[config.mk]
export PLATFORM = sky130hd
export DESIGN_NAME = serializer_sideband_control
export DESIGN_NICKNAME = d
export VERILOG_FILES = /design/src/design/sideband_pkg.sv /design/src/design/level_sync.sv /design/src/design/gpio_mode_decode.sv /design/src/design/serializer_sideband_control.sv
export SDC_FILE = /design/constraint.sdc
export NUM_CORES = 1
export LEC_CHECK = 0
export BUFFER_PORTS_ARGS = -buffer_cell sky130_fd_sc_hd__buf_2
export CAP_MARGIN = 15
export CELL_PAD_IN_SITES_DETAIL_PLACEMENT = 1
export CELL_PAD_IN_SITES_GLOBAL_PLACEMENT = 1
export CORE_UTILIZATION = 25
export CTS_BUF_LIST = sky130_fd_sc_hd__clkbuf_8
export CTS_CLUSTER_SIZE = 25
export DETAILED_ROUTE_END_ITERATION = 10
export PLACE_DENSITY = 0.61
export SYNTH_ARGS = -nofsm -noshare
export SYNTH_HDL_FRONTEND = slang
export SYNTH_HIERARCHICAL = 1
export SYNTH_SLANG_ARGS = --single-unit
[constraint.sdc]
create_clock -name ref_clk -period 7.8 [get_ports ref_clk]
set_input_delay 0.78 -clock ref_clk [delete_from_list [all_inputs] [get_ports ref_clk]]
set_output_delay 0.78 -clock ref_clk [all_outputs]
set_load 0.01 [all_outputs]
[src/design/sideband_pkg.sv]
// Shared constants, encodings and carrier structs of the serializer sideband control block.
package sideband_pkg;

   ////////////////////////////////////////////////////////////////////////////////
   // Clock and time.
   localparam int CLK_MHZ = 100;
   localparam int BC_MBPS_SLOW = 5;
   localparam int BC_MBPS_MID = 10;
   localparam int BC_MBPS_FAST = 20;
   // A back channel frame must arrive within this many line bits or the link is lost.
   localparam int BC_TIMEOUT_BITS = 64;
   localparam int WD_W = 11;

   ////////////////////////////////////////////////////////////////////////////////
   // Register offsets.
   localparam logic [7:0] ADDR_LINK_STATUS = 8'h0c;
   localparam logic [7:0] ADDR_GPIO0_MODE = 8'h0d;
   localparam logic [7:0] ADDR_GPIO12_MODE = 8'h0e;
   localparam logic [7:0] ADDR_GPIO3_MODE = 8'h0f;
   localparam logic [7:0] ADDR_REGIO56_MODE = 8'h10;
   localparam logic [7:0] ADDR_REGIO78_MODE = 8'h11;
   localparam logic [7:0] ADDR_INPUT_RB = 8'h1c;
   localparam logic [7:0] ADDR_REGIO8_RB = 8'h1d;
   localparam logic [7:0] ADDR_INT_CTRL = 8'hc6;
   localparam logic [7:0] ADDR_INT_STATUS = 8'hc7;

   ////////////////////////////////////////////////////////////////////////////////
   // Field positions and reset values.
   localparam int LINK_DETECT_BIT = 0;
   localparam int BC_RATE_LSB = 1;
   localparam int INT_GLOBAL_BIT = 0;
   localparam int INT_REMOTE_BIT = 5;
   localparam int RB_REGIO_LSB = 5;
   localparam int RB_REGIO8_BIT = 0;
   localparam logic [7:0] MODE_RST = 8'h00;
   localparam logic [7:0] INT_CTRL_RST = 8'h00;
   localparam logic [7:0] READ_ZERO = 8'h00;

   ////////////////////////////////////////////////////////////////////////////////
   // Mode nibble codes.
   localparam logic [3:0] NIB_OUT_LOW = 4'h1;
   localparam logic [3:0] NIB_OUT_HIGH = 4'h9;
   localparam logic [3:0] NIB_INPUT = 4'h3;
   localparam logic [3:0] NIB_BACK_OUT = 4'h5;

   typedef enum logic [1:0] {
      BC_RATE_5 = 2'b00,
      BC_RATE_10 = 2'b01,
      BC_RATE_20 = 2'b10
   } bc_rate_e;

   // Clock cycles per back channel line bit.
   function automatic logic [4:0] bit_cycles(input logic [1:0] rate);
      int mbps;
      mbps = BC_MBPS_SLOW;
      if (rate == BC_RATE_10) mbps = BC_MBPS_MID;
      if (rate == BC_RATE_20) mbps = BC_MBPS_FAST;
      return 5'(CLK_MHZ / mbps);
   endfunction

   ////////////////////////////////////////////////////////////////////////////////
   // Carriers.
   typedef struct packed {
      logic valid;
      logic write;
      logic [7:0] addr;
      logic [7:0] wdata;
   } reg_req_s;

   typedef struct packed {
      logic valid;
      logic [7:0] rdata;
   } reg_rsp_s;

   typedef struct packed {
      logic valid;
      logic locked;
      logic [1:0] rate;
      logic downstream_interrupt_in_n_n;
      logic [3:0] gpio;
   } bc_s;

   typedef struct packed {
      logic [3:0] gpio_en;
      logic [3:0] gpio;
   } fwd_s;

   typedef struct packed {
      logic [7:0] mode_0d;
      logic [7:0] mode_0e;
      logic [7:0] mode_0f;
      logic [7:0] mode_10;
      logic [7:0] mode_11;
      logic [7:0] int_ctrl;
      logic rem_pend;
      logic rint_lvl;
      logic [WD_W-1:0] wd_cnt;
      logic link_up;
      logic link_detect;
      logic [1:0] bc_rate;
      logic [3:0] gpio_out;
      logic [3:0] gpio_oe_n;
      logic [3:0] regio_out;
      logic [3:0] regio_oe_n;
      logic [3:0] audio_ovr;
      fwd_s fwd;
      reg_rsp_s rsp;
      logic int_n;
      logic mirror;
      logic powered_down;
   } state_s;

endpackage

[src/design/level_sync.sv]
// Two-flop synchroniser for asynchronous level inputs.
module level_sync #(
   parameter int W = 1,
   parameter logic [W-1:0] INIT = '0
) (
   input wire logic ref_clk,
   input wire logic rst,
   input wire logic [W-1:0] d,
   output logic [W-1:0] q
);

   logic [W-1:0] meta_reg;

   // The first stage feeds only the second, so a metastable value never fans out.
   always_ff @(posedge ref_clk or posedge rst) begin
      if (rst) begin
         meta_reg <= INIT;
         q <= INIT;
      end else begin
         meta_reg <= d;
         q <= meta_reg;
      end
   end

endmodule // level_sync

[src/design/gpio_mode_decode.sv]
// Decoder of one GPIO mode nibble into pin drive and forwarding controls.
module gpio_mode_decode (
   input wire logic [3:0] mode,
   input wire logic link_capable,
   input wire logic remote_val,
   output logic drive_n,
   output logic drive_val,
   output logic forward_en
);

   // Unknown codes leave the pin undriven rather than guess a direction.
   always_comb begin
      drive_n = 1'b1;
      drive_val = 1'b0;
      forward_en = 1'b0;
      case (mode)
         sideband_pkg::NIB_OUT_LOW: begin
            drive_n = 1'b0;
         end
         sideband_pkg::NIB_OUT_HIGH: begin
            drive_n = 1'b0;
            drive_val = 1'b1;
         end
         sideband_pkg::NIB_INPUT: begin
            forward_en = link_capable;
         end
         sideband_pkg::NIB_BACK_OUT: begin
            drive_n = ~link_capable;
            drive_val = link_capable & remote_val;
         end
         default: begin
            drive_n = 1'b1;
         end
      endcase
   end

endmodule // gpio_mode_decode

[src/design/serializer_sideband_control.sv]
// Sideband control of a video-link serializer: power-down, link fault, interrupts and GPIO.
//
// Summary of operation
// - Power-down low resets every control register.
// - Any link fault reads link detect zero.
// - All fault kinds share one status bit.
// - Active-low interrupt output, control and status registers.
// - Downstream interrupt falling edge pulls output low.
// - Reading interrupt status clears and releases output.
// - Mirror output follows downstream interrupt level.
// - Mirror output high without a link.
// - Link GPIO nibbles select forward or back.
// - Nibble codes drive low, high, or input.
// - Register-only GPIOs use same codes, readback.
// - Register GPIO mode overrides shared audio input.
// - Register-only GPIO state never crosses the link.
// - Back channel runs at 5, 10, 20 Mbps.
module serializer_sideband_control (
   input wire logic ref_clk,
   input wire logic rst,
   input wire logic ce,
   input wire logic power_down_n_pin,
   input wire logic [6:0] fault_pin,
   input wire sideband_pkg::reg_req_s reg_req,
   output sideband_pkg::reg_rsp_s reg_rsp,
   input wire sideband_pkg::bc_s bc,
   output sideband_pkg::fwd_s fwd,
   input wire logic [3:0] gpio_in,
   output logic [3:0] gpio_out,
   output logic [3:0] gpio_oe_n,
   input wire logic [3:0] regio_in,
   output logic [3:0] regio_out,
   output logic [3:0] regio_oe_n,
   output logic [3:0] audio_override,
   output logic interrupt_out_n,
   output logic remote_interrupt_mirror,
   output logic powered_down
);

   localparam sideband_pkg::state_s ST_RST = '{
      mode_0d: sideband_pkg::MODE_RST,
      mode_0e: sideband_pkg::MODE_RST,
      mode_0f: sideband_pkg::MODE_RST,
      mode_10: sideband_pkg::MODE_RST,
      mode_11: sideband_pkg::MODE_RST,
      int_ctrl: sideband_pkg::INT_CTRL_RST,
      rint_lvl: 1'b1,
      gpio_oe_n: 4'hf,
      regio_oe_n: 4'hf,
      int_n: 1'b1,
      mirror: 1'b1,
      default: '0
   };

   localparam int WD_W_L = sideband_pkg::WD_W;

   sideband_pkg::state_s st;
   sideband_pkg::state_s nx;
   logic pd_n_sync;
   logic [6:0] fault_sync;
   logic [7:0] pin_sync;
   logic [7:0] mode_0d_w;
   logic [7:0] mode_0e_w;
   logic [7:0] mode_0f_w;
   logic [7:0] mode_10_w;
   logic [7:0] mode_11_w;
   logic [7:0] int_ctrl_w;
   logic [31:0] nib_all;
   logic [7:0] dec_drive_n;
   logic [7:0] dec_val;
   logic [7:0] dec_fwd;
   logic link_up_w;
   logic rint_lvl_w;
   logic rem_set;
   logic isr_read;
   logic [WD_W_L-1:0] wd_limit;
   logic [7:0] rdata_w;

   ////////////////////////////////////////////////////////////////////////////////
   // Pin synchronisers.

   level_sync #(.W(1), .INIT(1'b0)) u_pd_sync (
      .ref_clk(ref_clk),
      .rst(rst),
      .d(power_down_n_pin),
      .q(pd_n_sync)
   );

   level_sync #(.W(7), .INIT(7'h00)) u_fault_sync (
      .ref_clk(ref_clk),
      .rst(rst),
      .d(fault_pin),
      .q(fault_sync)
   );

   level_sync #(.W(8), .INIT(8'h00)) u_pin_sync (
      .ref_clk(ref_clk),
      .rst(rst),
      .d({regio_in, gpio_in}),
      .q(pin_sync)
   );

   ////////////////////////////////////////////////////////////////////////////////
   // Register writes and mode decode.

   always_comb begin
      mode_0d_w = st.mode_0d;
      mode_0e_w = st.mode_0e;
      mode_0f_w = st.mode_0f;
      mode_10_w = st.mode_10;
      mode_11_w = st.mode_11;
      int_ctrl_w = st.int_ctrl;
      if (reg_req.valid && reg_req.write) begin
         case (reg_req.addr)
            sideband_pkg::ADDR_GPIO0_MODE: mode_0d_w = reg_req.wdata;
            sideband_pkg::ADDR_GPIO12_MODE: mode_0e_w = reg_req.wdata;
            sideband_pkg::ADDR_GPIO3_MODE: mode_0f_w = reg_req.wdata;
            sideband_pkg::ADDR_REGIO56_MODE: mode_10_w = reg_req.wdata;
            sideband_pkg::ADDR_REGIO78_MODE: mode_11_w = reg_req.wdata;
            sideband_pkg::ADDR_INT_CTRL: int_ctrl_w = reg_req.wdata;
            default: begin
            end
         endcase
      end
   end

   assign nib_all = {mode_11_w, mode_10_w, mode_0f_w[3:0], mode_0e_w, mode_0d_w[3:0]};

   // Register-only GPIOs are decoded without link capability, so they never forward.
   for (genvar i = 0; i < 8; i++) begin : g_dec
      gpio_mode_decode u_dec (
         .mode(nib_all[4*i +: 4]),
         .link_capable(i < 4),
         .remote_val((i < 4) ? bc.gpio[i % 4] : 1'b0),
         .drive_n(dec_drive_n[i]),
         .drive_val(dec_val[i]),
         .forward_en(dec_fwd[i])
      );
   end

   ////////////////////////////////////////////////////////////////////////////////
   // Back channel watchdog and remote interrupt.

   assign wd_limit = WD_W_L'(sideband_pkg::BC_TIMEOUT_BITS * int'(sideband_pkg::bit_cycles(bc.rate)));
   assign link_up_w = bc.locked && (bc.valid || (st.wd_cnt < wd_limit));
   assign rint_lvl_w = !link_up_w ? 1'b1 : (bc.valid ? bc.downstream_interrupt_in_n_n : st.rint_lvl);
   // A falling edge of the downstream level only counts while the path is enabled.
   assign rem_set = link_up_w && bc.valid && st.rint_lvl && !bc.downstream_interrupt_in_n_n
                    && st.int_ctrl[sideband_pkg::INT_GLOBAL_BIT]
                    && st.int_ctrl[sideband_pkg::INT_REMOTE_BIT];
   assign isr_read = reg_req.valid && !reg_req.write
                     && (reg_req.addr == sideband_pkg::ADDR_INT_STATUS);

   ////////////////////////////////////////////////////////////////////////////////
   // Register reads.

   always_comb begin
      rdata_w = sideband_pkg::READ_ZERO;
      case (reg_req.addr)
         sideband_pkg::ADDR_LINK_STATUS: begin
            rdata_w[sideband_pkg::LINK_DETECT_BIT] = st.link_detect;
            rdata_w[sideband_pkg::BC_RATE_LSB +: 2] = st.bc_rate;
         end
         sideband_pkg::ADDR_GPIO0_MODE: rdata_w = st.mode_0d;
         sideband_pkg::ADDR_GPIO12_MODE: rdata_w = st.mode_0e;
         sideband_pkg::ADDR_GPIO3_MODE: rdata_w = st.mode_0f;
         sideband_pkg::ADDR_REGIO56_MODE: rdata_w = st.mode_10;
         sideband_pkg::ADDR_REGIO78_MODE: rdata_w = st.mode_11;
         sideband_pkg::ADDR_INPUT_RB: begin
            rdata_w[3:0] = pin_sync[3:0];
            rdata_w[sideband_pkg::RB_REGIO_LSB +: 3] = pin_sync[6:4];
         end
         sideband_pkg::ADDR_REGIO8_RB: rdata_w[sideband_pkg::RB_REGIO8_BIT] = pin_sync[7];
         sideband_pkg::ADDR_INT_CTRL: rdata_w = st.int_ctrl;
         sideband_pkg::ADDR_INT_STATUS: begin
            rdata_w[sideband_pkg::INT_REMOTE_BIT] = st.rem_pend;
            rdata_w[sideband_pkg::INT_GLOBAL_BIT] = ~st.int_n;
         end
         default: rdata_w = sideband_pkg::READ_ZERO;
      endcase
   end

   ////////////////////////////////////////////////////////////////////////////////
   // Next state.

   always_comb begin
      nx = st;
      nx.mode_0d = mode_0d_w;
      nx.mode_0e = mode_0e_w;
      nx.mode_0f = mode_0f_w;
      nx.mode_10 = mode_10_w;
      nx.mode_11 = mode_11_w;
      nx.int_ctrl = int_ctrl_w;
      nx.powered_down = 1'b0;
      nx.link_up = link_up_w;
      nx.bc_rate = bc.rate;
      nx.wd_cnt = (bc.valid || !bc.locked) ? '0
                  : ((st.wd_cnt < wd_limit) ? st.wd_cnt + 1'b1 : st.wd_cnt);
      // Every fault kind collapses into the one detect bit; the kind is not kept.
      nx.link_detect = link_up_w && (fault_sync == 7'h00);
      nx.rint_lvl = rint_lvl_w;
      nx.mirror = rint_lvl_w;
      // A new edge in the same cycle as the status read stays pending.
      nx.rem_pend = rem_set || (st.rem_pend && !isr_read);
      nx.int_n = ~(nx.rem_pend && int_ctrl_w[sideband_pkg::INT_GLOBAL_BIT]
                   && int_ctrl_w[sideband_pkg::INT_REMOTE_BIT]);
      nx.gpio_out = dec_val[3:0];
      nx.gpio_oe_n = dec_drive_n[3:0];
      nx.regio_out = dec_val[7:4];
      nx.regio_oe_n = dec_drive_n[7:4];
      // Only the drive and input codes claim the shared pin; the back channel code is not a mode here.
      nx.audio_ovr = ~dec_drive_n[7:4] | {nib_all[31:28] == sideband_pkg::NIB_INPUT,
                                          nib_all[27:24] == sideband_pkg::NIB_INPUT,
                                          nib_all[23:20] == sideband_pkg::NIB_INPUT,
                                          nib_all[19:16] == sideband_pkg::NIB_INPUT};
      nx.fwd.gpio_en = dec_fwd[3:0];
      nx.fwd.gpio = pin_sync[3:0] & dec_fwd[3:0];
      nx.rsp.valid = reg_req.valid;
      nx.rsp.rdata = (reg_req.valid && !reg_req.write) ? rdata_w : sideband_pkg::READ_ZERO;
      if (!pd_n_sync) begin
         nx = ST_RST;
         nx.powered_down = 1'b1;
      end
   end

   always_ff @(posedge ref_clk or posedge rst) begin
      if (rst) begin
         st <= ST_RST;
      end else if (ce) begin
         st <= nx;
      end
   end

   assign reg_rsp = st.rsp;
   assign fwd = st.fwd;
   assign gpio_out = st.gpio_out;
   assign gpio_oe_n = st.gpio_oe_n;
   assign regio_out = st.regio_out;
   assign regio_oe_n = st.regio_oe_n;
   assign audio_override = st.audio_ovr;
   assign interrupt_out_n = st.int_n;
   assign remote_interrupt_mirror = st.mirror;
   assign powered_down = st.powered_down;

   ////////////////////////////////////////////////////////////////////////////////
   // Checks.

   a_pd_resets_regs: assert property (@(posedge ref_clk) disable iff (rst)
      (ce && !pd_n_sync) |=> (st.mode_0d == sideband_pkg::MODE_RST && st.int_ctrl ==
      sideband_pkg::INT_CTRL_RST && interrupt_out_n && powered_down && gpio_oe_n == 4'hf))
      else $error("power-down did not restore register defaults");

   a_fault_drops_detect: assert property (@(posedge ref_clk) disable iff (rst)
      (ce && fault_sync != 7'h00) |=> !st.link_detect)
      else $error("link detect stayed set during a fault");

   a_edge_asserts_int: assert property (@(posedge ref_clk) disable iff (rst || !pd_n_sync)
      (ce && rem_set) |=> !interrupt_out_n)
      else $error("remote interrupt edge did not pull output low");

   a_isr_read_release: assert property (@(posedge ref_clk) disable iff (rst || !pd_n_sync)
      (ce && isr_read && !rem_set) |=> (interrupt_out_n && !st.rem_pend))
      else $error("status read did not release interrupt");

   a_mirror_follows: assert property (@(posedge ref_clk) disable iff (rst || !pd_n_sync)
      (ce && bc.valid && bc.locked) |=> (remote_interrupt_mirror == $past(bc.downstream_interrupt_in_n_n)))
      else $error("mirror did not follow downstream interrupt");

   a_mirror_no_link: assert property (@(posedge ref_clk) disable iff (rst)
      (ce && !bc.locked) |=> remote_interrupt_mirror)
      else $error("mirror low without a link");

   a_gpio_drive_low: assert property (@(posedge ref_clk) disable iff (rst || !pd_n_sync)
      (ce && reg_req.valid && reg_req.write && reg_req.addr == sideband_pkg::ADDR_GPIO0_MODE
      && reg_req.wdata[3:0] == sideband_pkg::NIB_OUT_LOW) |=> (!gpio_oe_n[0] && !gpio_out[0]))
      else $error("gpio0 not driven low after mode write");

   a_regio_not_forwarded: assert property (@(posedge ref_clk) disable iff (rst || !pd_n_sync)
      (ce && reg_req.valid && reg_req.write && reg_req.addr == sideband_pkg::ADDR_REGIO56_MODE
      && $stable(pin_sync) && $stable(st.mode_0d)) |=> $stable(fwd.gpio_en))
      else $error("register gpio write changed forward channel");

endmodule // serializer_sideband_control

After elaboration in Yosys (flattened, before gate mapping)

Index checks and enable logic that the tools add are counted.

Add/subtract/negate cells: 1
Div/mod/pow operators: 1
$lt $le $gt $ge: 1
Equal/unequal tests: 45
Mux-type cells: 46
Bitwise gates (word level): 5
Reductions and logical operators: 33

Operators with widths:

| kind                                                             | number |
|---|---|
| 105-bit 2-to-1 mux                                               | 1 |
| 8-bit 2-to-1 mux                                                 | 13 |
| 8-bit by 32-bit divider with 32-bit output, first input constant | 1 |
| 4-bit by 1-bit == test with 1-bit output, second input constant  | 8 |
| 4-bit by 2-bit == test with 1-bit output, second input constant  | 8 |
| 4-bit == test, second input constant                             | 8 |
| 8-bit by 4-bit == test with 1-bit output, second input constant  | 4 |
| 8-bit by 5-bit == test with 1-bit output, second input constant  | 4 |
| 32-bit 2-to-1 mux                                                | 1 |
| 11-bit 2-to-1 mux                                                | 2 |
| 1-bit 2-to-1 mux                                                 | 18 |
| 4-bit by 3-bit == test with 1-bit output, second input constant  | 4 |
| 8-bit == test, second input constant                             | 2 |
| 2-bit one-hot mux with 8 select lines                            | 1 |
| 2-bit one-hot mux with 7 select lines                            | 1 |
| 1-bit logical AND                                                | 13 |
| 3-bit OR reduction                                               | 4 |
| 11-bit by 1-bit adder with 11-bit output, second input constant  | 1 |
| 11-bit < comparator                                              | 1 |
| 1-bit one-hot mux with 10 select lines                           | 1 |
| 3-bit AND reduction                                              | 3 |
| 2-bit != test, second input constant                             | 4 |
| 1-bit one-hot mux with 2 select lines                            | 4 |
| 1-bit one-hot mux with 8 select lines                            | 1 |
| 15 further kinds                                                 | 24 |

Register bits after elaboration: 136
Input bits: 46
Output and inout port bits: 40
Word-level logic and storage cells: 164

Depth between registers and ports, before layout

Depth in word-level cells: 17
Mapped depth: 12
Depth with buffers taken out: 10

Hierarchy

The synthesis kept the hierarchy.

By module, submodules not included:

| module                      | times used | cells an instance | area an instance (sq um) |
|---|---|---|---|
| serializer_sideband_control | 1          | 580               | 5,764.3 |
| gpio_mode_decode            | 8          | 8                 | 61.3 |
| level_sync at u_pin_sync    | 1          | 17                | 404.1 |
| level_sync at u_fault_sync  | 1          | 15                | 354.1 |
| level_sync at u_pd_sync     | 1          | 3                 | 53.8 |

Least setup slack after synthesis

Ideal clock, no wire load.

Path kind: in2reg
From: input port bc[6] (netlist bit)
To: register st[51] (netlist bit)
Library setup time: 78 ps
Data arrival time: 2,455 ps
Data required time: 7,722 ps
Slack: 5,267 ps
Stages on the path: 8
Buffers on the path: 0
Path through: inv_1 -> ha_1 -> ha_1 -> a21o_1 -> a31oi_2 -> o211ai_1 -> or4_1 -> a21oi_1

Word-level cells in the longest chain between the ends: 7
Elaborated cells on any way between the ends: 8

RTL lines:

| item                                         | RTL line                           | RTL |
|---|---|---|
| from (decl)                                  | serializer_sideband_control.sv:26  | `input wire sideband_pkg::bc_s bc,` |
| 2-bit by 1-bit == test with 1-bit output     | sideband_pkg.sv:56                 | `if (rate == BC_RATE_10) mbps = BC_MBPS_MID;` |
| 4-bit 2-to-1 mux                             | sideband_pkg.sv:56                 |  |
| 32-bit 2-to-1 mux *                          | sideband_pkg.sv:57                 | `if (rate == BC_RATE_20) mbps = BC_MBPS_FAST;` |
| 8-bit by 32-bit divider with 32-bit output * | sideband_pkg.sv:58                 | `return 5'(CLK_MHZ / mbps);` |
| 11-bit < comparator *                        | serializer_sideband_control.sv:198 | `: ((st.wd_cnt < wd_limit) ? st.wd_cnt + 1'b1 : st.wd_cnt);` |
| 3-bit != test (no line) *                    | -                                  |  |
| 2-bit AND reduction (no line) *              | -                                  |  |
| to (signal assigned)                         | serializer_sideband_control.sv:230 | `st <= nx;` |
| to (decl)                                    | serializer_sideband_control.sv:57  | `sideband_pkg::state_s st;` |

Every way passes the cells marked *; elsewhere a longest branch is shown, timed or not.
A chain may end at the register's enable or synchronous reset.

Worst setup path in the final report

From: input port reg_req[8] (netlist bit)
To: register st, in the netlist fwd[2]

Word-level cells in the longest chain between the ends: 7

RTL lines:

| item                                     | RTL line                           | RTL |
|---|---|---|
| from (decl)                              | serializer_sideband_control.sv:24  | `input wire sideband_pkg::reg_req_s reg_req,` |
| 8-bit by 4-bit == test with 1-bit output | serializer_sideband_control.sv:114 | `case (reg_req.addr)` |
| 8-bit 2-to-1 mux                         | serializer_sideband_control.sv:114 |  |
| 8-bit 2-to-1 mux                         | serializer_sideband_control.sv:113 | `if (reg_req.valid && reg_req.write) begin` |
| net mode_0e_w[7]                         | serializer_sideband_control.sv:63  | `logic [7:0] mode_0e_w;` |
| 4-bit by 2-bit == test with 1-bit output | gpio_mode_decode.sv:16             | `case (mode)` |
| 1-bit 2-to-1 mux                         | gpio_mode_decode.sv:16             |  |
| net dec_fwd[2]                           | serializer_sideband_control.sv:71  | `logic [7:0] dec_fwd;` |
| 4-bit bitwise AND                        | serializer_sideband_control.sv:217 | `nx.fwd.gpio = pin_sync[3:0] & dec_fwd[3:0];` |
| 105-bit 2-to-1 mux                       | serializer_sideband_control.sv:220 | `if (!pd_n_sync) begin` |

The timed path passes the listed nets, and every way through them passes these cells.

==> impl_metrics.toml <==
[setup_path]
crit_type = "in2reg"
crit_fanout = 34
critPathArrivalTime_ns = 3.07
start_kind = "input pin"
cp-end-kind = "register"
required_ns = 8.17

[outcome]
status = "completed"

[final_layout]
syn_to_final_growth_pct = 14.6
drive_gt1_frac = 0.249
num-fill-cells = 3083
n_antenna_cell = 0
utilization = 0.295
regMostFlops = "st"
largest_reg_flops = 64
finalNetCount = 785

[drt]
vias_per_cell = 4.90
routedWlPerCell_um = 19.9
vias = 5464
wl_mm = 22.2
drtPass1Iterations = 5
postRouteAntennaNets = 0
drtIter0Drc = 369
drc = 0

[clock_network]
cts_buffer_depth = 2
root_buffer = "clkbuf_8"
clk_latency_ns = 0.44
cts_tree = "done"
postCtsHoldBufs = 0
cts_resized = 0
cts.clk_slew.worst_paths_ns = 0.08
cts_buffers = 17
cts_setup_buffers = 0
htree_levels = 4
clock-sinks = 135

[power_and_ir_drop]
p_per_area_nw_per_um2 = 182
p_leak_uw = 0.00345
switching_share = 0.273
pwr-share-comb = 0.073
power_frac_seq = 0.492
power.switching_uw = 399
p_clk_frac = 0.436
total_power_uw = 1460
p_int_uw = 1060
peakVddDrop_v = 0.0000924

[global_routing]
grt_use_total = 0.160
overflow = 0
grt_pass1_vias = 5607
antenna_found_initial = 0
grt_max_degree = 78
grt_first_pass_wirelength_mm = 34.6

[timing]
fin_crit_ns = 2.71
clock_skew_ns = 0.0107
tightest_slew_ns = 1.05
whs_ns = 0.229
report.final.slew_viol_count = 0
setup_viol = 0
hold_viol = 0
fin_crit_sh = 0.347
relSlewSlack = 0.298
setup-tns-final_ns = 0
clock.fmax_mhz = 370
rsz0062_at_grt = "false"
fin_ws_ns = 5.09

[placed_design]
gp_congestion = 0.895
post-dp-hpwl_mm = 16.2
io_buffers = 85
dp_slack_ns = 4.65

[floorplanning]
die_w_um = 169
die_height_um = 169
ios = 86
initial_core_util = 0.257
rows = 60
core_um2 = 27300
dieArea_um2 = 28700

[yosys]
syn_area_um2 = 7010
synth_warnings = 6
syn_inst = 671
postSynthAreaPerCell_um2 = 10.4

[flow_run]
drv_cap = 0

[worst_hold_path]
worstHoldPathType = "in2async"
[worst paths after layout]
path	startpoint	endpoint	slack [ns]	depth (start not counted)
worst min-delay path	rst	u_pd_sync/q	0.23	2
max in group asynchronous	rst	st[98]	6.08	3
min in group ref_clk	u_fault_sync/meta_reg[2]	u_fault_sync/q[2]	0.35	0
worst max-delay path	reg_req[8]	fwd[2]	5.09	8
worst max register to register	st[52]	st[51]	5.53	6
worst min register to register	u_fault_sync/meta_reg[2]	u_fault_sync/q[2]	0.35	0
[per-stage QoR]
stage | instances | instance area (um2)
detailed placement | 1084 | 7600
global route | 1116 | 8030
global placement | 1084 | 7600
floorplan | 689 | 7080
CTS | 1116 | 8030
finish | 1116 | 8030
[worst max-delay path, cell delays in order]
cell and delay (ns):
buf_2 0.50, and3b_1 0.29, nand3_1 0.44, mux2_2 0.42, nand2b_4 0.15, nor3_2 0.25
nand4_1 0.13, o21ai_0 0.10
[power groups by stage]
stage	clock [uW]	sequential, uW	combinational (uW)
final	638	720	106
after global placement	0	734	107
after global routing	680	721	117
after detailed placement	0	734	107
after floorplan	0	731	59.7
after CTS	655	720	107
[layer usage]
layer / GRT usage / wire length, um / up-vias
met5: 0 / 0 / -
met1: 0.228 / 10900 / 2761
li1: - / - / 2543
met2: 0.244 / 10100 / 132
met4: 0.0541 / 431 / 0
met3: 0.0247 / 820 / 28
[cells in the final DEF, fill, tap and decap left out, drive strengths merged, types with 4 or more instances in the layout]
master   count
dfrtp      125
buf         90
nand2       69
o21ai       38
o2bb2ai     37
inv         32
mux2        29
nand2b      28
nor2        23
a22o        21
a21oi       21
conb        20
clkbuf      17
nand3       17
a22oi       15
dfstp       10
a21o         9
nand4b       9
o22a         9
nand4        9
ha           8
nor3         8
nor2b        7
and2         6
a31oi        6
or3          5
clkinv       5
a32o         4
and3         4
or4          4
a211o        4
a221oi       4
a221o        4
nor3b        4
[layout make-up]
type | count | area [um2] | area share
inverters | 27 | 104 | 0.0129
repair buffers | 90 | 463 | 0.0576
flip-flops and latches | 135 | 3390 | 0.422
multi-input cells | 460 | 3180 | 0.396
clock buffers | 17 | 234 | 0.0291
well taps | 372 | 465 | 0.0579
clock inverters | 15 | 194 | 0.0241
No activity file was read; power rests on OpenSTA's default activity.
